==> src/emc_pkg.sv <==
/*
 * Constants, register map and state encoding for the external memory
 * configuration block. Assumes a byte-wide special-function register bus.
 */
//
// Operation
// - With the port enable bit clear the interface never drives the pins; set, it uses the high ports.
// - The bus-style bit picks multiplexed (clear) or separate (set) address and data pins.
// - Mode 00 sends every external move on-chip, with addresses aliased into the on-chip space.
// - Mode 01 splits at 4k, and short off-chip accesses take the high byte from the port latch.
// - Mode 10 splits at 4k, and short off-chip accesses use the page select register as high byte.
// - Mode 11 sends every external move off-chip and hides the on-chip memory.
// - The strobe width field gives 1, 2, 3 or 4 cycles high and low, and acts only when multiplexed.
// - In multiplexed mode data and the low address byte share the same eight pins.
// - In multiplexed mode the interface drives the address latch strobe.
// - In the first multiplexed phase the strobe is high and the low address sits on the shared pins.
// - After the strobe falls the shared pins carry data by the time read or write is asserted.
// - In separate mode address and data use their own pins and no latch strobe is used.
// - Pins are claimed only while an off-chip access runs and are then handed back.
// - A short access forms its address from the page select register and the index byte; modes 01 and 11 drive the port latch as high byte.
package emc_pkg;
    localparam logic [7:0] CFG_ADDR = 8'hA3;
    localparam logic [7:0] PAGE_ADDR = 8'hA2;
    localparam logic [7:0] CFG_RESET = 8'h03;
    localparam logic [7:0] PAGE_RESET = 8'h00;
    localparam int PORT_EN_BIT = 5;
    localparam int BUS_STYLE_BIT = 4;
    localparam int MODE_LSB = 2;
    localparam int WIDTH_LSB = 0;
    localparam logic [1:0] MODE_INTERNAL = 2'h0;
    localparam logic [1:0] MODE_SPLIT_NOBANK = 2'h1;
    localparam logic [1:0] MODE_SPLIT_BANK = 2'h2;
    localparam logic [1:0] MODE_EXTERNAL = 2'h3;
    localparam logic [15:0] ONCHIP_LIMIT = 16'h1000;
    localparam logic [2:0] ALE_MAX_CYC = 3'h4;
    localparam int STROBE_CYC = 1;
    localparam logic [2:0] HOLD_CYC = 3'h2;

    typedef enum logic [2:0] {
        ST_IDLE = 3'b000,
        ST_SETUP = 3'b001,
        ST_ALE_HI = 3'b010,
        ST_ALE_LO = 3'b011,
        ST_STROBE = 3'b100,
        ST_HOLD = 3'b101
    } emc_state_t;
endpackage

==> src/emc_ctrl.sv <==
/*
 * External data memory interface: configuration and page registers on the
 * register bus, address routing for external moves, and the pin sequencer.
 * Assumes the core issues one access at a time and waits for off-chip done.
 */
`timescale 1ns/100ps
`default_nettype none
module emc_ctrl import emc_pkg::*; #(
    parameter int STROBE_CYCLES = STROBE_CYC
) (
    input wire logic sys_clk, // Core clock
    input wire logic nrst, // Async reset, low
    input wire logic [7:0] sfr_addr, // Register address
    input wire logic sfr_wr, // Register write strobe
    input wire logic sfr_rd, // Register read strobe
    input wire logic [7:0] sfr_wdata, // Register write data
    output logic [7:0] sfr_rdata, // Register read data, next cycle
    input wire logic acc_req, // External move request pulse
    input wire logic acc_wr, // Request is a write
    input wire logic acc_short, // Indexed 8-bit form
    input wire logic [15:0] acc_ptr, // 16-bit pointer
    input wire logic [7:0] acc_idx, // Index byte for short form
    input wire logic [7:0] acc_wdata, // Write data
    input wire logic [7:0] hi_port_latch, // High address port latch
    output logic acc_busy, // Off-chip access running
    output logic acc_done, // Off-chip access done pulse
    output logic [7:0] acc_rdata, // Off-chip read data
    output logic onchip_req, // On-chip access pulse
    output logic [11:0] onchip_addr, // Aliased on-chip address
    output logic [7:0] ad_o, // Shared low address/data pins
    output logic ad_oe_n, // Shared pins enable, low drives
    input wire logic [7:0] ad_i, // Shared pins level
    output logic [7:0] alo_o, // Separate low address pins
    output logic alo_oe_n, // Low address enable, low drives
    output logic [7:0] ahi_o, // High address pins
    output logic ahi_oe_n, // High address enable, low drives
    output logic ale_o, // Address latch strobe
    output logic ale_oe_n, // Latch strobe enable, low drives
    output logic rd_n_o, // Read strobe, low active
    output logic wr_n_o, // Write strobe, low active
    output logic strb_oe_n // Read/write strobe enable, low drives
);
    typedef struct packed {
        // Register file
        logic [5:0] cfg;
        logic [7:0] page;
        logic [7:0] rdata;
        // Sequencer and the request it latched
        emc_state_t st;
        logic [2:0] cnt;
        logic claim;
        logic wr;
        logic [7:0] wdata;
        logic [2:0] ale_n;
        // Answers to the core
        logic busy;
        logic done;
        logic [7:0] acc_rd;
        logic onreq;
        logic [11:0] onaddr;
        // Pin drivers, each group with its own enable
        logic [7:0] ad;
        logic ad_oe_n;
        logic [7:0] alo;
        logic alo_oe_n;
        logic [7:0] ahi;
        logic ahi_oe_n;
        logic ale;
        logic ale_oe_n;
        logic rd_n;
        logic wr_n;
        logic strb_oe_n;
        // Two-flop synchroniser on the shared pins
        logic [7:0] sync1;
        logic [7:0] sync2;
    } emc_regs_t;

    localparam logic [2:0] STROBE_LAST = 3'(STROBE_CYCLES - 1);

    // The phase counter is three bits wide, so no phase may exceed eight cycles
    if (STROBE_CYCLES < 1 || STROBE_CYCLES > 8) begin : g_bad_strobe
        $error("STROBE_CYCLES must lie in 1..8");
    end

    // Read data needs two hold edges to clear the pin synchroniser
    if (HOLD_CYC < 3'h2) begin : g_bad_hold
        $error("HOLD_CYC must be at least 2");
    end

    // Code 11 must stay the widest strobe setting
    if (ALE_MAX_CYC < 3'h4) begin : g_bad_ale
        $error("ALE_MAX_CYC must be at least 4");
    end

    // Width code 11 is the longest setting
    function automatic logic [2:0] ale_cycles(input logic [1:0] code);
        ale_cycles = (code == 2'h3) ? ALE_MAX_CYC : {1'b0, code} + 3'h1;
    endfunction

    // Register decodes, shared by the write and the read path
    function automatic logic is_cfg(input logic [7:0] addr);
        is_cfg = (addr == CFG_ADDR);
    endfunction

    function automatic logic is_page(input logic [7:0] addr);
        is_page = (addr == PAGE_ADDR);
    endfunction

    // Pins are enabled only when the port enable bit is set at the start
    function automatic logic claim_n(input logic [5:0] cfg);
        claim_n = !cfg[PORT_EN_BIT];
    endfunction

    // Mode 00 never leaves the chip and 11 always does; the split modes cut at 4k
    function automatic logic goes_offchip(input logic [1:0] md, input logic [15:0] addr);
        unique case (md)
            MODE_INTERNAL: goes_offchip = 1'b0;
            MODE_EXTERNAL: goes_offchip = 1'b1;
            default: goes_offchip = (addr >= ONCHIP_LIMIT);
        endcase
    endfunction

    // Hands every pin group back to the port latches in one step
    function automatic emc_regs_t drop_pins(input emc_regs_t r);
        drop_pins = r;
        drop_pins.ad_oe_n = 1'b1;
        drop_pins.alo_oe_n = 1'b1;
        drop_pins.ahi_oe_n = 1'b1;
        drop_pins.ale_oe_n = 1'b1;
        drop_pins.strb_oe_n = 1'b1;
        drop_pins.ale = 1'b0;
        drop_pins.rd_n = 1'b1;
        drop_pins.wr_n = 1'b1;
    endfunction

    // Reset image: interface off the pins, every strobe idle
    localparam emc_regs_t RST = '{
        cfg: CFG_RESET[5:0], page: PAGE_RESET, st: ST_IDLE,
        ad_oe_n: 1'b1, alo_oe_n: 1'b1, ahi_oe_n: 1'b1,
        ale_oe_n: 1'b1, rd_n: 1'b1, wr_n: 1'b1, strb_oe_n: 1'b1,
        default: '0
    };

    emc_regs_t s_q;
    emc_regs_t s_d;

    // Routing is decided from the request and the configuration in one cycle
    logic [1:0] mode;
    logic [15:0] ea;
    logic offchip;
    logic hi_from_port;

    always_comb begin
        mode = s_q.cfg[MODE_LSB +: 2];
        ea = acc_short ? {s_q.page, acc_idx} : acc_ptr;
        offchip = goes_offchip(mode, ea);
        // No-bank and external-only short accesses reuse the port latch byte
        hi_from_port = acc_short && (mode != MODE_SPLIT_BANK);
    end

    // One next-state image for the whole block: registers, sequencer and pins
    always_comb begin
        s_d = s_q;
        s_d.done = 1'b0;
        s_d.onreq = 1'b0;
        s_d.sync1 = ad_i;
        s_d.sync2 = s_q.sync1;
        // Bits 7:6 are not stored, so writes to them are lost and they read zero
        if (sfr_wr && is_cfg(sfr_addr)) begin
            s_d.cfg = sfr_wdata[5:0];
        end
        if (sfr_wr && is_page(sfr_addr)) begin
            s_d.page = sfr_wdata;
        end
        // Read data is registered and stands until the next read strobe
        if (sfr_rd) begin
            if (is_cfg(sfr_addr)) begin
                s_d.rdata = {2'b00, s_q.cfg};
            end else if (is_page(sfr_addr)) begin
                s_d.rdata = s_q.page;
            end else begin
                // Unmapped addresses read zero
                s_d.rdata = 8'h00;
            end
        end
        unique case (s_q.st)
            ST_IDLE: begin
                if (acc_req && !offchip) begin
                    // On-chip accesses only pulse; the pins are never touched
                    s_d.onreq = 1'b1;
                    s_d.onaddr = ea[11:0];
                end else if (acc_req) begin
                    // Configuration is sampled here; later writes wait for the next access
                    s_d.busy = 1'b1;
                    s_d.wr = acc_wr;
                    s_d.wdata = acc_wdata;
                    s_d.claim = s_q.cfg[PORT_EN_BIT];
                    s_d.ale_n = ale_cycles(s_q.cfg[WIDTH_LSB +: 2]);
                    s_d.ahi = hi_from_port ? hi_port_latch : ea[15:8];
                    s_d.ahi_oe_n = claim_n(s_q.cfg);
                    s_d.strb_oe_n = claim_n(s_q.cfg);
                    if (!s_q.cfg[BUS_STYLE_BIT]) begin
                        // Address phase on the shared pins with the latch open
                        s_d.ad = ea[7:0];
                        s_d.ad_oe_n = claim_n(s_q.cfg);
                        s_d.ale = 1'b1;
                        s_d.ale_oe_n = claim_n(s_q.cfg);
                        s_d.cnt = ale_cycles(s_q.cfg[WIDTH_LSB +: 2]) - 3'h1;
                        s_d.st = ST_ALE_HI;
                    end else begin
                        s_d.alo = ea[7:0];
                        s_d.alo_oe_n = claim_n(s_q.cfg);
                        s_d.cnt = 3'h0;
                        s_d.st = ST_SETUP;
                    end
                end
            end

            ST_ALE_HI: begin
                if (s_q.cnt == 3'h0) begin
                    s_d.ale = 1'b0; // latch freezes on this fall
                    s_d.cnt = s_q.ale_n - 3'h1;
                    s_d.st = ST_ALE_LO;
                end else begin
                    s_d.cnt = s_q.cnt - 3'h1;
                end
            end

            ST_ALE_LO, ST_SETUP: begin
                if (s_q.cnt == 3'h0) begin
                    // Data goes out with the strobe edge so a write never shows address
                    s_d.ad = s_q.wdata;
                    s_d.ad_oe_n = !(s_q.claim && s_q.wr);
                    s_d.rd_n = s_q.wr;
                    s_d.wr_n = !s_q.wr;
                    s_d.cnt = STROBE_LAST;
                    s_d.st = ST_STROBE;
                end else begin
                    s_d.cnt = s_q.cnt - 3'h1;
                end
            end

            ST_STROBE: begin
                if (s_q.cnt == 3'h0) begin
                    // Both strobes rise before the hold phase, whichever was low
                    s_d.rd_n = 1'b1;
                    s_d.wr_n = 1'b1;
                    s_d.cnt = HOLD_CYC - 3'h1;
                    s_d.st = ST_HOLD;
                end else begin
                    s_d.cnt = s_q.cnt - 3'h1;
                end
            end

            ST_HOLD: begin
                if (s_q.cnt == 3'h0) begin
                    // Hold covers the synchroniser delay on the read path
                    s_d.acc_rd = s_q.wr ? 8'h00 : s_q.sync2;
                    s_d.done = 1'b1;
                    s_d.busy = 1'b0;
                    // Pins go back to the port latches in the cycle the access ends
                    s_d = drop_pins(s_d);
                    s_d.st = ST_IDLE;
                end else begin
                    s_d.cnt = s_q.cnt - 3'h1;
                end
            end

            default: begin
                s_d = RST;
            end
        endcase
    end

    // Reset loads the constant image only; nothing is computed under nrst
    always_ff @(posedge sys_clk or negedge nrst) begin
        if (!nrst) begin
            s_q <= RST;
        end else begin
            s_q <= s_d;
        end
    end

    // Core side
    assign sfr_rdata = s_q.rdata;
    assign acc_busy = s_q.busy;
    assign acc_done = s_q.done;
    assign acc_rdata = s_q.acc_rd;
    assign onchip_req = s_q.onreq;
    assign onchip_addr = s_q.onaddr;

    // Address and data pins: each pin and enable is a flop bit, so nothing glitches
    assign ad_o = s_q.ad;
    assign ad_oe_n = s_q.ad_oe_n;
    assign alo_o = s_q.alo;
    assign alo_oe_n = s_q.alo_oe_n;
    assign ahi_o = s_q.ahi;
    assign ahi_oe_n = s_q.ahi_oe_n;

    // Read and write strobes idle high, the latch strobe idles low; all are enabled only while the pins are claimed
    assign ale_o = s_q.ale;
    assign ale_oe_n = s_q.ale_oe_n;
    assign rd_n_o = s_q.rd_n;
    assign wr_n_o = s_q.wr_n;
    assign strb_oe_n = s_q.strb_oe_n;
endmodule // emc_ctrl
`default_nettype wire

==> config.mk <==
export PLATFORM = sky130hd
export DESIGN_NAME = emc_ctrl
export DESIGN_NICKNAME = d
export VERILOG_FILES = /design/src/emc_pkg.sv /design/src/emc_ctrl.sv
export SDC_FILE = /design/constraint.sdc
export NUM_CORES = 1
export LEC_CHECK = 0
export BUFFER_PORTS_ARGS = -buffer_cell sky130_fd_sc_hd__buf_2
export CAP_MARGIN = 20
export CORE_ASPECT_RATIO = 0.7
export CORE_MARGIN = 2
export CORE_UTILIZATION = 50
export CTS_CLUSTER_SIZE = 12
export DETAILED_ROUTE_END_ITERATION = 12
export PLACE_DENSITY = 0.75
export SLEW_MARGIN = 20
export SYNTH_ARGS = -nofsm -noshare
export SYNTH_HDL_FRONTEND = slang
export SYNTH_SLANG_ARGS = --single-unit
export TNS_END_PERCENT = 10
==> constraint.sdc <==
create_clock -name sys_clk -period 2.5 [get_ports sys_clk]
set_clock_uncertainty 0.05 [all_clocks]
set_input_delay 0.5 -clock sys_clk [delete_from_list [all_inputs] [get_ports sys_clk]]
set_output_delay 0.5 -clock sys_clk [all_outputs]
set_load 0.01 [all_outputs]
### Word level (Yosys, flattened, before mapping)

Cells that the tools add are included.
Widths: inputs -> output; s select.

* add/subtract/negate cells: 4
* $lt $le $gt $ge: 1
* eq/ne operators: 20
* mux-type cells: 46
* bitwise gates (word level): 6
* reductions and logical operators: 31

Operators by type and width (number)
* $mux 71: 1
* $mux 29: 2
* $pmux 18 s3: 1
* $mux 8: 6
* $pmux 22 s2: 1
* $pmux 14 s3: 1
* $mux 20: 2
* $pmux 13 s3: 1
* $pmux 9 s4: 1
* $pmux 16 s2: 1
* $pmux 6 s5: 1
* $mux 3: 9
* $mux 9: 3
* $reduce_and 6->1: 4
* $ne 2x2->1 const B: 11
* $pmux 9 s2: 1
* $eq 8x8->1 const B: 2
* $ge 16x13->1 const B: 1
* $mux 16: 1
* $reduce_and 5->1: 3
* $mux 13: 1
* $reduce_and 4->1: 3
* $sub 3x1->3 const B: 3
* $pmux 2 s4: 1
* 23 further kinds: 47

* bits in registers: 112
* input bits: 71
* output and inout bits: 63
* word-level logic and storage cells: 135

### Longest topological paths before layout

Gate-level depths: netlist of the first run.

* word-level depth: 7
* depth in mapped cells: 9
* gate-level depth less buffers: 7

### Worst setup path before layout of the first run

OpenSTA, ideal clock, no wires.

* path kind: reg-to-reg
* start: reg s_q (netlist bit mode[0])
* end: reg s_q (netlist bit alo_o[0])
* library setup time: 0.125 ns
* data arrival time: 1.920 ns
* data required time: 2.325 ns
* setup slack: 0.406 ns
* cell stages (with the launch flop): 8
* period minus slack after synthesis: 2.094 ns
* cells stage by stage: dfrtp_1 > inv_1 > ha_1 > a21o_1 > o21a_2 > buf_6 > a21oi_2 > mux2_2

* word-level cells in the longest chain between the ends: 6
* elaborated cells between the ends (all ways): 7

RTL lines
* start: declaration: RTL line emc_ctrl.sv:144 `emc_regs_t s_q;`
* start signal: assignment: RTL line emc_ctrl.sv:278 `s_q <= RST;`
* start signal: assignment: RTL line emc_ctrl.sv:280 `s_q <= s_d;`
* $eq 2x2->1 / $logic_not 2->1 (equally long branches): RTL line emc_ctrl.sv:116 `unique case (md)`
* $pmux 1 s2 *: RTL line emc_ctrl.sv:116
* $logic_not 1->1 *: RTL line emc_ctrl.sv:188 `if (acc_req && !offchip) begin`
* $logic_and 1x1->1 *: RTL line emc_ctrl.sv:188
* $ne 2x2->1 (no source line) *
* $reduce_and 5->1 (no source line) *

Mark *: on every way between the ends. The rest lies on a longest branch, timed or not.
A chain may end at the register's enable or synchronous reset.

### Worst setup path after layout of the first run

Same ends and word-level chain as after synthesis.

==> summary.md, run 1 <==
| Metric | Value |
|---|---|
| Outcome | complete, no violations |
| Routability congestion estimate | around 0.95 |
| Psw | 2.23 mW |
| Setup TNS Final | 0 ns |
| Capture point of the worst reg-to-reg path | alo_o[0]$_DFFE_PN0P_ |
| CTS Root Cell | sky130_fd_sc_hd__clkbuf_16 |
| Max-cap violation count | 0 |
| Power Internal | about 4 mW |
| Area of all sequential standard cells | around 0.0028 sq mm |
| Total via count in the routed design | 4,241 |
| Leakage Power | between 3 and 4 nW |
| Length of the first detailed-routing pass in iterations | 7 |
| Clock power share | 0.226 |
| Antenna diode count | 0 |
| Number of placement rows | 32 |
| Area of the placeable core | 0.0110 sq mm |
| Worst-case register-to-register setup slack | around 0.21 ns |
| Worst hold slack | about 0.096 ns |
| Worst r2r src | mode[0]$_DFFE_PN0P_ |
| Clock-pin slew on the worst setup and hold paths | 0.08 ns |
| Antenna violations before repair | 0 |
| Setup Crit Path Kind | flop to flop |
| CTS H-tree lvls | 3 |
| Number of different library cells in the post-synthesis netlist | 50 |
| Number of fill cells in the layout | between 900 and 1,000 |
| Most frequent cells in the layout | sky130_fd_sc_hd__buf_2 (132), sky130_fd_sc_hd__dfrtp_1 (103), sky130_fd_sc_hd__nor2_1 (38), sky130_fd_sc_hd__nand3_1 (38), sky130_fd_sc_hd__inv_1 (37) |
| Fraction of the mapped netlist area in compound gates | 0.128 |
| Number of nets with antenna violations after routing | 0 |
| Die H | slightly above 90 um |
| Transition at the pin with the smallest max-transition slack | a little under 0.8 ns |
| Adder and majority gate portion of the synthesized area | 0.0156 |
| Share of final-layout standard cells stronger than drive strength 1 | 0.323 |
| Final nets | 702 |
| Final-report hold violation count | 0 |
| Combined area of the multi-input logic cells | about 0.0021 sq mm |
| Netlist area before placement | between 0.005 and 0.006 sq mm |
| Critical Path Source Type | flop |
| Proportion of synthesized area in mux cells | 0.104 |
| Iter 0 DRT Violations | between 300 and 400 |
| Port Buffer Count | between 100 and 150 |
| Simple-gate portion of the synthesized area | 0.126 |
| Die Area | ~0.012 sq mm |
| Most frequent standard cell in the layout excluding fill and tap cells | sky130_fd_sc_hd__buf_2 |
| Pre-CTS worst setup slack | around 0.17 ns |
| Number of I/O pins | between 100 and 150 |
| Post CTS Setup Buffer Count | 0 |
| Number of global-route vias before repair | around 4,300 |
| Area of placed instances | about 0.0060 sq mm |
| Post-layout total power | between 6 and 7 mW |
| Post-route setup slack | between 0.2 and 0.25 ns |
| Maximum clock frequency | roughly 440 MHz |
| Routed wire per std cell | ~17 um |
| Starting density of the core | 0.511 |
| Warnings from Yosys | 0 |
| Maximum vdd drop | approximately 0.46 mV |
| Required arrival time at the worst endpoint | 2.68 ns |
| Number of cells traversed by the worst register-to-register path | 6 |
| Vias per cell | 5.42 |
| Leftover overflow at the end of global routing | 0 |
| Post-synth net total | ~630 |
| RSZ-0062 raised after global routing | false |
| Crit Path Max Fanout | 9 |
| Sequential-to-total area share from yosys stat | 0.497 |
| Final standard cell area without fillers | about 0.0063 sq mm |
| Number of endpoints failing setup at the final stage | 0 |
| Data arrival at the endpoint of the critical path | roughly 2.5 ns |
| Share of the clock period used by the worst path after layout | 0.914 |
| Final wirelength | around 13 mm |
| Net switching share of the total power | 0.359 |
| Number of buffers inserted during clock tree synthesis | 9 |
| Number of enable flip-flop cells after synthesis | 0 |
| Gate Count Post-Synth | 550 |
| Maximum count of clock buffers along a single path | 2 |
| Predominant post-synthesis flop cell | sky130_fd_sc_hd__dfrtp_1 |
| Combinational family with the most area after synthesis | compound AO/OA/AOI/OAI gates |
| Synthesized area divided by synthesized cell count | roughly 10 sq um |
| Largest net degree at the start of global routing | 55 |
| Worst-case headroom to the max-slew limit | 0.484 |
| Fraction of power consumed by sequential logic | 0.419 |
| Final critical path time including I/O delays and setup | between 2 and 2.5 ns |
| Total number of clock tree sinks | approximately 110 |
| Final HPWL from detailed placement | between 10 and 15 mm |
| Insertion delay to the later sink of the worst-skew pair | around 0.35 ns |
| Xor/xnor cell area share of the yosys netlist | 0.00312 |
| GRT Overall Usage | 0.233 |
| Path class of the lowest-slack min-delay path | input pin to async pin |
| Endpoint type of the worst setup path | flop |
| Detailed-route DRC error count | 0 |
| Flip-flop and latch count after synthesis | 111 |
| DIE WIDTH | about 130 um |
| Layout-stage area growth over the synthesis result | 13.1% |
| Max Slew Vio Count | 0 |
| Post-synth ARST share | 1.00 |
| Power density normalized to cell area | about 980 mW/mm^2 |
| CTS tree | done |
| Wire length of the first global-routing pass | between 20 and 25 mm |
| Part of the power in combinational logic | 0.355 |
## power by group through the flow
| stage | combinational (mW) | clock, mW | sequential [mW] |
|---|---|---|---|
| global route | 2.45 | 1.52 | 2.67 |
| global placement | 2.14 | 0 | 2.62 |
| detailed placement | 2.20 | 0 | 2.64 |
| floorplan | 1.84 | 0 | 2.55 |
| finish | 2.21 | 1.41 | 2.61 |
| CTS | 2.22 | 1.44 | 2.61 |
## worst max-delay path by stage
| stage | start | slack [ns] | cells after the start | to |
|---|---|---|---|---|
| floorplan | mode[0]$_DFFE_PN0P_ | 0.41 | 7 | alo_o[0]$_DFFE_PN0P_ |
| global placement | s_q[84]$_DFFE_PN0P_ | 0.16 | 7 | ale_oe_n$_DFFE_PN1P_ |
| detailed placement | s_q[84]$_DFFE_PN0P_ | 0.17 | 7 | alo_oe_n$_DFFE_PN1P_ |
| CTS | s_q[84]$_DFFE_PN0P_ | 0.14 | 7 | alo_oe_n$_DFFE_PN1P_ |
| global route | mode[0]$_DFFE_PN0P_ | 0.14 | 6 | alo_o[0]$_DFFE_PN0P_ |
| finish | mode[0]$_DFFE_PN0P_ | 0.21 | 6 | alo_o[0]$_DFFE_PN0P_ |
## Yosys cell counts, drive strengths merged, types with 2 or more instances
master,count,area (sq um)
a211oi,8,60.1
a21o,2,15.0
a21oi,29,149
a222oi,6,60.1
a22o,8,70.1
a31o,2,17.5
a31oi,8,65.1
and2,18,113
and3,4,25.0
buf,63,474
clkbuf,24,90.1
dfrtp,103,2580
dfstp,8,210
ha,7,87.6
inv,37,139
mux2,19,244
mux2i,34,340
nand2,26,97.6
nand2b,6,37.5
nand3,38,190
nand4,2,12.5
nor2,38,143
nor2b,2,12.5
nor3,3,15.0
o21ai,33,173
o22a,2,17.5
o22ai,2,12.5
or2,2,12.5
xnor2,2,17.5
## area by class of cell
class	count	area share
Inverter	37	0.0219
Clock inverter	7	0.0118
Tap cell	153	0.0302
Sequential cell	111	0.440
Multi-Input combinational cell	315	0.333
Timing Repair Buffer	150	0.127
Clock buffer	9	0.0355
## cell families (layout without fill, tap and decap cells)
logic type	Yosys count	count (layout)
simple gates	144	144
buf+inv	124	203
flops	111	111
compound gates	109	109
mux	53	53
fa+ha+maj	7	7
xor+xnor	2	2
## sequential cells by signal, summed over array words and instances, names as in the netlist, 2 cells and up
| name | cells |
|---|---|
| onchip_addr | 12 |
| mode | 2 |
| acc_rdata | 8 |
| sfr_rdata | 8 |
| s_q | 47 |
| ad_o | 8 |
| alo_o | 8 |
| ahi_o | 8 |
## metrics by stage
stage	utilization	std cells
after detailed placement	0.551	766
after CTS	0.578	782
after global routing	0.578	782
final	0.578	782
after global placement	0.551	766
after floorplan	-	550
## routing by layer
| layer | global-route usage | wire, um |
|---|---|---|
| met1 | 0.336 | 6110 |
| met2 | 0.351 | 6020 |
| met3 | 0.0560 | 1060 |
| met4 | 0.0674 | 257 |
| met5 | 0 | 0 |
## timing repair
item                       4_1_cts  5_1_grt
hold buffers                     0        0
resized for setup                0        1
setup endpoints to repair        0        2
## worst max-delay path, stage by stage (launching register included)
cell and delay, ns:
sky130_fd_sc_hd__dfrtp_1 0.41, sky130_fd_sc_hd__inv_1 0.07, sky130_fd_sc_hd__ha_1 0.38, sky130_fd_sc_hd__a21o_1 0.21, sky130_fd_sc_hd__o21a_2 0.30, sky130_fd_sc_hd__a21oi_2 0.36, sky130_fd_sc_hd__mux2_2 0.40
No activity file was read; power rests on OpenSTA's default activity.
==> run 2: changes to the inputs <==
CORE_UTILIZATION = 49   (was 50)
PLACE_DENSITY = 0.77   (was 0.75)
clock period = 2.1 ns   (was 2.5 ns; I/O delays follow)
==> summary.md, run 2 (synthesized netlist as in run 1, its figures left out) <==
| Metric | Value |
|---|---|
| Outcome | complete, no violations (unchanged) |
| Post-route setup slack | 0.0594 ns (was 0.214 ns) |
| Area of placed instances | 0.00621 sq mm (was 0.00604 sq mm) |
| Antenna diode count | 0 (unchanged) |
| Detailed-route DRC error count | 0 (unchanged) |
| Number of buffers inserted during clock tree synthesis | 9 (unchanged) |
| Data arrival at the endpoint of the critical path | 2.25 ns (was 2.47 ns) |
| Area of the placeable core | 0.0111 sq mm (was 0.0110 sq mm) |
| Power density normalized to cell area | 1170 mW/mm^2 (was 983 mW/mm^2) |
| Number of fill cells in the layout | 910 (was 999) |
| Setup Crit Path Kind | flop to flop (unchanged) |
| Final nets | 723 (was 702) |
| Die Area | 0.0123 sq mm (was 0.0121 sq mm) |
| Vias per cell | 5.46 (was 5.42) |
| Routed wire per std cell | 17.2 um (about the same) |
| Final wirelength | 13.8 mm (was 13.4 mm) |
| Standard cell with the maximum stage delay on the critical path | sky130_fd_sc_hd__or4_1 (was sky130_fd_sc_hd__dfrtp_1) |
| Layout-stage area growth over the synthesis result | 16.9% (was 13.1%) |
| Die H | 93.5 um (was 92.6 um) |
| Top register by number of flip-flops | s_q (unchanged) |
| Maximum count of clock buffers along a single path | 2 (unchanged) |
| Final HPWL from detailed placement | 10.2 mm (about the same) |
| Pre-CTS worst setup slack | 0.0794 ns (was 0.168 ns) |
| Number of global-route vias before repair | 4,095 (was 4,283) |
| Iter 0 DRT Violations | 541 (was 374) |
| Critical Path Source Type | flop (unchanged) |
| Fraction of the core area covered by cells at the end of the flow | 0.591 (was 0.578) |
| Crit Path Max Fanout | 17 (was 9) |
| Transition at the pin with the smallest max-transition slack | 0.551 ns (was 0.773 ns) |
| Maximum clock frequency | 490 MHz (was 437 MHz) |
| Number of I/O pins | 134 (unchanged) |
| Worst-case register-to-register setup slack | 0.06 ns (was 0.21 ns) |
| Maximum vdd drop | 0.495 mV (was 0.461 mV) |
| CTS tree | done (unchanged) |
| Most numerous cell on the critical path | sky130_fd_sc_hd__o21ai_0 |
| Share of final-layout standard cells stronger than drive strength 1 | 0.345 (was 0.323) |
| Largest net degree at the start of global routing | 67 (was 55) |
| Leftover overflow at the end of global routing | 0 (unchanged) |
| Capture point of the worst reg-to-reg path | s_q[86]$_DFFE_PN0P_ (was alo_o[0]$_DFFE_PN0P_) |
| Final standard cell area without fillers | 0.00655 sq mm (was 0.00634 sq mm) |
| Clock-pin slew on the worst setup and hold paths | 0.08 ns (about the same) |
| Worst-case headroom to the max-slew limit | 0.631 (was 0.484) |
| Share of the clock period used by the worst path after layout | 0.972 (was 0.914) |
| Combined area of the multi-input logic cells | 0.00212 sq mm (was 0.00211 sq mm) |
| Flip-flop count of the largest register after layout | 47 (unchanged) |
| Required arrival time at the worst endpoint | 2.31 ns (was 2.68 ns) |
| Insertion delay to the later sink of the worst-skew pair | 0.35 ns (about the same) |
| Antenna violations before repair | 0 (unchanged) |
| Port Buffer Count | 133 (unchanged) |
| Total number of clock tree sinks | 111 (unchanged) |
| Most frequent cells in the layout | sky130_fd_sc_hd__buf_2 (132), sky130_fd_sc_hd__dfrtp_1 (103), sky130_fd_sc_hd__nor2_1 (38), sky130_fd_sc_hd__nand3_1 (38), sky130_fd_sc_hd__inv_1 (37) (unchanged) |
| Cell Chain, Critical Path | buf_4 -> or2_2 -> or4_1 -> o21ai_0 -> a31oi_1 -> o21ai_0 (was inv_1 -> ha_1 -> a21o_1 -> o21a_2 -> a21oi_2 -> mux2_2) |
| DIE WIDTH | 132 um (was 131 um) |
| CTS Root Cell | sky130_fd_sc_hd__clkbuf_16 (unchanged) |
| Wire length of the first global-routing pass | 21.5 mm (was 21.7 mm) |
| Max Slew Vio Count | 0 (unchanged) |
| Worst Hold Path Cells | 2 |
| Worst Hold End | s_q[8]$_DFF_PN0_ |
| Path class of the lowest-slack min-delay path | input pin to flop (was input pin to async pin) |
| Worst hold slack | 0.226 ns (was 0.0957 ns) |
| Leakage Power | 3.34 nW (was 3.22 nW) |
| Area of all sequential standard cells | 0.00279 sq mm (unchanged) |
| Routability congestion estimate | 0.940 (was 0.953) |
| Starting density of the core | 0.505 (was 0.511) |
| Delay contributed by the slowest stage of the critical path | 0.51 ns (was 0.41 ns) |
| GRT Overall Usage | 0.226 (was 0.233) |
| Endpoint type of the worst setup path | flop (unchanged) |
| Number of endpoints failing setup at the final stage | 0 (unchanged) |
| Final critical path time including I/O delays and setup | 2.04 ns (was 2.29 ns) |
| Total via count in the routed design | 4,386 (was 4,241) |
| CTS H-tree lvls | 3 (unchanged) |
| Length of the first detailed-routing pass in iterations | 5 (was 7) |
| Most frequent standard cell in the layout excluding fill and tap cells | sky130_fd_sc_hd__buf_2 (unchanged) |
| Post-layout total power | 7.65 mW (was 6.23 mW) |
| Worst r2r src | s_q[89]$_DFFE_PN0P_ (was mode[0]$_DFFE_PN0P_) |
| Startpoint of the worst hold path | ad_i[0] |
| Number of cells traversed by the worst register-to-register path | 6 (unchanged) |
| Final-report hold violation count | 0 (unchanged) |
| Max-cap violation count | 0 (unchanged) |
| Number of nets with antenna violations after routing | 0 (unchanged) |
| Number of placement rows | 32 (unchanged) |
-- run 2: layout make-up --
cell class                      count  area share
Clock buffer                        9      0.0344
Inverter                           37      0.0212
Sequential cell                   111       0.425
Multi-Input combinational cell    315       0.324
Tap cell                          153      0.0292
Timing Repair Buffer              171       0.156
Clock inverter                      7     0.00955
-- run 2: per-stage QoR --
step	cells	TNS, ns
after floorplan	550	0
final	803	0
after global routing	803	-0.0316
after global placement	783	0
after detailed placement	783	0
after CTS	800	0
-- run 2: timing repair --
item | CTS | global route
hold endpoints to repair | 9 | 0
setup buffers | 0 | 2
gates resized for setup | 0 | 2
endpoints found under the setup margin | 0 | 13
hold buffers | 1 | 0
-- run 2: where the power goes --
group,leakage [nW],internal (mW),switching [mW],total [mW]
clock network,0.144,0.832,0.812,1.64
registers,1.44,2.75,0.359,3.11
logic,1.75,1.35,1.54,2.90
total,3.34,4.93,2.72,7.65
-- run 2: worst max path at each step --
| stage | startpoint | to | slack, ns | cells past startpoint |
|---|---|---|---|---|
| after global placement | mode[0]$_DFFE_PN0P_ | ahi_o[2]$_DFFE_PN0P_ | 0.12 | 7 |
| after detailed placement | mode[0]$_DFFE_PN0P_ | ahi_o[4]$_DFFE_PN0P_ | 0.08 | 7 |
| after global routing | mode[0]$_DFFE_PN0P_ | ahi_o[4]$_DFFE_PN0P_ | -0.01 | 7 |
| after CTS | mode[0]$_DFFE_PN0P_ | ahi_o[4]$_DFFE_PN0P_ | 0.05 | 7 |
| final | s_q[89]$_DFFE_PN0P_ | s_q[86]$_DFFE_PN0P_ | 0.06 | 6 |
| after floorplan | mode[0]$_DFFE_PN0P_ | alo_o[0]$_DFFE_PN0P_ | 0.006 | 7 |
-- run 2: worst max-delay path, delay by kind of cell (launching register included) --
| family | cells | cell delay (ns) |
|---|---|---|
| flops | 1 | 0.40 |
| simple gates | 2 | 0.86 |
| buf+inv | 1 | 0.20 |
| compound gates | 3 | 0.44 |
-- run 2: metal layers --
layer / part of all wire / up-vias / GRT usage
met1: 0.46 / 2123 / 0.326
met5: 0 / - / 0
met4: 0.017 / 0 / 0.0707
li1: - / 2035 / -
met3: 0.093 / 26 / 0.0683
met2: 0.43 / 202 / 0.327
==> run 3: changes to the inputs <==
ABC_AREA = 1   (was default)
PLACE_DENSITY = 0.76   (was 0.77)
==> summary.md, run 3 <==
| Metric | Value |
|---|---|
| Outcome | complete, no violations (unchanged) |
| Number of nets with antenna violations after routing | 0 (unchanged) |
| Simple-gate portion of the synthesized area | 0.306 (was 0.126) |
| Power density normalized to cell area | 1390 mW/mm^2 (was 1170 mW/mm^2) |
| Final critical path time including I/O delays and setup | 1.86 ns (was 2.04 ns) |
| CP delay by family, top | simple AND/OR/NAND/NOR gates (unchanged) |
| Maximum count of clock buffers along a single path | 2 (unchanged) |
| Top cells by area in the synthesized netlist | sky130_fd_sc_hd__dfrtp_1 (44%), sky130_fd_sc_hd__nand2_1 (17%), sky130_fd_sc_hd__buf_4 (7.2%) (was sky130_fd_sc_hd__dfrtp_1 (46%), sky130_fd_sc_hd__buf_4 (7.4%), sky130_fd_sc_hd__mux2i_1 (6.1%)) |
| Number of cells traversed by the worst register-to-register path | 8 (was 6) |
| GRT Overall Usage | 0.225 (was 0.226) |
| Most frequent cells in the layout | sky130_fd_sc_hd__nand2_1 (259), sky130_fd_sc_hd__buf_2 (132), sky130_fd_sc_hd__dfrtp_1 (103), sky130_fd_sc_hd__inv_1 (65), sky130_fd_sc_hd__nor2_1 (65) (was sky130_fd_sc_hd__buf_2 (132), sky130_fd_sc_hd__dfrtp_1 (103), sky130_fd_sc_hd__nor2_1 (38), sky130_fd_sc_hd__nand3_1 (38), sky130_fd_sc_hd__inv_1 (37)) |
| Share of the clock period used by the worst path after layout | 0.883 (was 0.972) |
| Die H | 95.6 um (was 93.5 um) |
| Data arrival at the endpoint of the critical path | 2.09 ns (was 2.25 ns) |
| Worst r2r src | mode[0]$_DFFE_PN0P_ (was s_q[89]$_DFFE_PN0P_) |
| Flip-flop count of the largest register after layout | 47 (unchanged) |
| Total number of clock tree sinks | 111 (unchanged) |
| DIE WIDTH | 135 um (was 132 um) |
| Xor/xnor cell area share of the yosys netlist | 0.00448 (was 0.00312) |
| Most frequent standard cell in the layout excluding fill and tap cells | sky130_fd_sc_hd__nand2_1 (was sky130_fd_sc_hd__buf_2) |
| Cell types with the highest counts after synthesis | sky130_fd_sc_hd__nand2_1 (260), sky130_fd_sc_hd__dfrtp_1 (103), sky130_fd_sc_hd__nor2_1 (66) (was sky130_fd_sc_hd__dfrtp_1 (103), sky130_fd_sc_hd__buf_4 (55), sky130_fd_sc_hd__nand3_1 (38), sky130_fd_sc_hd__nor2_1 (38), sky130_fd_sc_hd__inv_1 (37)) |
| Largest net degree at the start of global routing | 45 (was 67) |
| Netlist area before placement | 0.00587 sq mm (was 0.00561 sq mm) |
| Most numerous cell on the critical path | sky130_fd_sc_hd__nand2_1 (was sky130_fd_sc_hd__o21ai_0) |
| Leakage Power | 3.83 nW (was 3.34 nW) |
| Final nets | 914 (was 723) |
| Sum of buffers and inverters on the critical path | 2 (was 1) |
| Combinational family with the most area after synthesis | simple AND/OR/NAND/NOR gates (was compound AO/OA/AOI/OAI gates) |
| Vias per cell | 5.11 (was 5.46) |
| Final wirelength | 13.9 mm (was 13.8 mm) |
| Leading area contributor after synthesis | sky130_fd_sc_hd__dfrtp_1 (unchanged) |
| Maximum vdd drop | 0.585 mV (was 0.495 mV) |
| Routability congestion estimate | 0.940 (about the same) |
| Number of enable flip-flop cells after synthesis | 0 (unchanged) |
| Total via count in the routed design | 5,097 (was 4,386) |
| Length of the first detailed-routing pass in iterations | 5 (unchanged) |
| Number of placement rows | 33 (was 32) |
| RSZ-0062 raised after global routing | false |
| Maximum clock frequency | 539 MHz (was 490 MHz) |
| Max-cap violation count | 0 (unchanged) |
| Share of final-layout standard cells stronger than drive strength 1 | 0.231 (was 0.345) |
| Area of the placeable core | 0.0117 sq mm (was 0.0111 sq mm) |
| Max Slew Vio Count | 0 (unchanged) |
| Antenna violations before repair | 0 (unchanged) |
| CTS H-tree lvls | 3 (unchanged) |
| Required arrival time at the worst endpoint | 2.34 ns (was 2.31 ns) |
| Portion of synthesized cell area occupied by the leading cell type | 0.439 (was 0.460) |
| Insertion delay to the later sink of the worst-skew pair | 0.35 ns (about the same) |
| Synthesized area divided by synthesized cell count | 7.80 sq um (was 10.2 sq um) |
| Post-synth net total | 831 (was 628) |
| Number of buffers inserted during clock tree synthesis | 9 (unchanged) |
| Post-route setup slack | 0.245 ns (was 0.0594 ns) |
| Setup TNS Final | 0 ns (unchanged) |
| Standard cell with the maximum stage delay on the critical path | sky130_fd_sc_hd__dfrtp_1 (was sky130_fd_sc_hd__or4_1) |
| Predominant post-synthesis flop cell | sky130_fd_sc_hd__dfrtp_1 (unchanged) |
| Capture point of the worst reg-to-reg path | s_q[80]$_DFFE_PN0P_ (was s_q[86]$_DFFE_PN0P_) |
| Crit Path Max Fanout | 13 (was 17) |
| Setup Crit Path Kind | flop to flop (unchanged) |
| Transition at the pin with the smallest max-transition slack | 0.771 ns (was 0.551 ns) |
| Final HPWL from detailed placement | 10.1 mm (was 10.2 mm) |
| Warnings from Yosys | 0 (unchanged) |
| Number of global-route vias before repair | 4,714 (was 4,095) |
| Post-synth ARST share | 1.00 (unchanged) |
| Path class of the lowest-slack min-delay path | input pin to flop (unchanged) |
| Worst-case register-to-register setup slack | 0.24 ns (was 0.06 ns) |
| Starting density of the core | 0.502 (was 0.505) |
| Top register by number of flip-flops | s_q (unchanged) |
| Post CTS Setup Buffer Count | 0 (unchanged) |
| Most used standard cell by instance count after synthesis | sky130_fd_sc_hd__nand2_1 (was sky130_fd_sc_hd__dfrtp_1) |
| Worst-case headroom to the max-slew limit | 0.484 (was 0.631) |
| Die Area | 0.0129 sq mm (was 0.0123 sq mm) |
| Layout-stage area growth over the synthesis result | 14.5% (was 16.9%) |
| Critical Path Source Type | flop (unchanged) |
| Delay contributed by the slowest stage of the critical path | 0.35 ns (was 0.51 ns) |
| Number of different library cells in the post-synthesis netlist | 35 (was 50) |
| Iter 0 DRT Violations | 435 (was 541) |
| Final-report hold violation count | 0 (unchanged) |
| Worst Hold Path Cells | 3 (was 2) |
| Adder and majority gate portion of the synthesized area | 0.0149 (was 0.0156) |
| Port Buffer Count | 133 (unchanged) |
| Startpoint of the worst hold path | ad_i[6] (was ad_i[0]) |
| Routed wire per std cell | 13.9 um (was 17.2 um) |
| Number of I/O pins | 134 (unchanged) |
| Fraction of the mapped netlist area in compound gates | 0.0599 (was 0.128) |
| CTS Root Cell | sky130_fd_sc_hd__clkbuf_16 (unchanged) |
| Worst Hold End | s_q[14]$_DFF_PN0_ (was s_q[8]$_DFF_PN0_) |
| CTS tree | done (unchanged) |
| Flip-flop and latch count after synthesis | 111 (unchanged) |
| Sequential-to-total area share from yosys stat | 0.475 (was 0.497) |
| Number of endpoints failing setup at the final stage | 0 (unchanged) |
| Endpoint type of the worst setup path | flop (unchanged) |
| Proportion of synthesized area in mux cells | 0 (was 0.104) |
| Cell Chain, Critical Path | inv_1 -> ha_1 -> a21oi_2 -> nand3_4 -> nand3_1 -> buf_4 -> nand2_1 -> nand2_1 (was buf_4 -> or2_2 -> or4_1 -> o21ai_0 -> a31oi_1 -> o21ai_0) |
| Antenna diode count | 0 (unchanged) |
| Pre-CTS worst setup slack | 0.174 ns (was 0.0794 ns) |
| Clock-pin slew on the worst setup and hold paths | 0.08 ns (about the same) |
| Number of fill cells in the layout | 1,096 (was 910) |
| Leftover overflow at the end of global routing | 0 (unchanged) |
| Detailed-route DRC error count | 0 (unchanged) |
| Gate Count Post-Synth | 753 (was 550) |
| Wire length of the first global-routing pass | 22.7 mm (was 21.5 mm) |
==> run 3: worst max path at each step <==
stage                        start  cells after the start                  endpoint  slack [ns]
2_1_floorplan  s_q[84]$_DFFE_PN0P_                     11       ad_o[0]$_DFFE_PN0P_        0.47
3_3_place_gp   s_q[89]$_DFFE_PN0P_                      6  sfr_rdata[4]$_DFFE_PN0P_        0.22
3_5_place_dp   mode[0]$_DFFE_PN0P_                      8       s_q[80]$_DFFE_PN0P_        0.17
4_1_cts        mode[0]$_DFFE_PN0P_                      8       s_q[80]$_DFFE_PN0P_        0.16
5_1_grt        s_q[89]$_DFFE_PN0P_                      9      acc_busy$_DFFE_PN0P_        0.05
6_report       mode[0]$_DFFE_PN0P_                      8       s_q[80]$_DFFE_PN0P_        0.24
==> run 3: layer usage <==
metal	vias up	track usage	wire length [um]
met5	-	0	0
met4	0	0.0535	157
met3	20	0.0473	1200
met2	201	0.347	5870
met1	2361	0.325	6660
li1	2515	-	-
==> run 3: final cells by class <==
class | count | area, sq um | area share
Multi-Input combinational cell | 491 | 2270 | 0.338
Clock buffer | 10 | 229 | 0.0341
Inverter | 69 | 262 | 0.0389
Tap cell | 157 | 196 | 0.0292
Clock inverter | 6 | 100 | 0.0149
Timing Repair Buffer | 154 | 878 | 0.131
Sequential cell | 111 | 2790 | 0.415
==> run 3: through the flow <==
step / std cells / hold slack [ns] / cell area (sq um) / utilization / power [mW]
after CTS: 998 / 0.207 / 6720 / 0.575 / 9.33
final: 998 / 0.217 / 6720 / 0.575 / 9.31
after detailed placement: 981 / 0.313 / 6380 / 0.546 / 7.40
after global routing: 998 / 0.216 / 6720 / 0.575 / 10.1
after floorplan: 753 / 0.0744 / 5870 / - / 6.46
after global placement: 981 / 0.313 / 6380 / 0.546 / 7.33
==> run 3: worst min-delay path: stages <==
cell and delay, ns:
sky130_fd_sc_hd__buf_2 0.09, sky130_fd_sc_hd__inv_1 0.04, sky130_fd_sc_hd__nor2_1 0.03
==> run 3: repair_timing <==
item,CTS,global route
gates resized for setup,0,3
hold buffers,1,0
hold endpoints to repair,23,0
endpoints found under the setup margin,0,12
==> run 3: logic make-up after synthesis <==
group                      Yosys count
xor gates and xnor gates             3
AOI/OAI and AO/OA                   60
adders and majority gates            7
and+or+nand+nor                    421
buffers and inverters              151
DFF                                111
==> run 3: power breakdown <==
part	switching [mW]	internal, mW
Sequential	0.366	2.82
Combinational	2.76	1.47
Clock	0.824	1.07
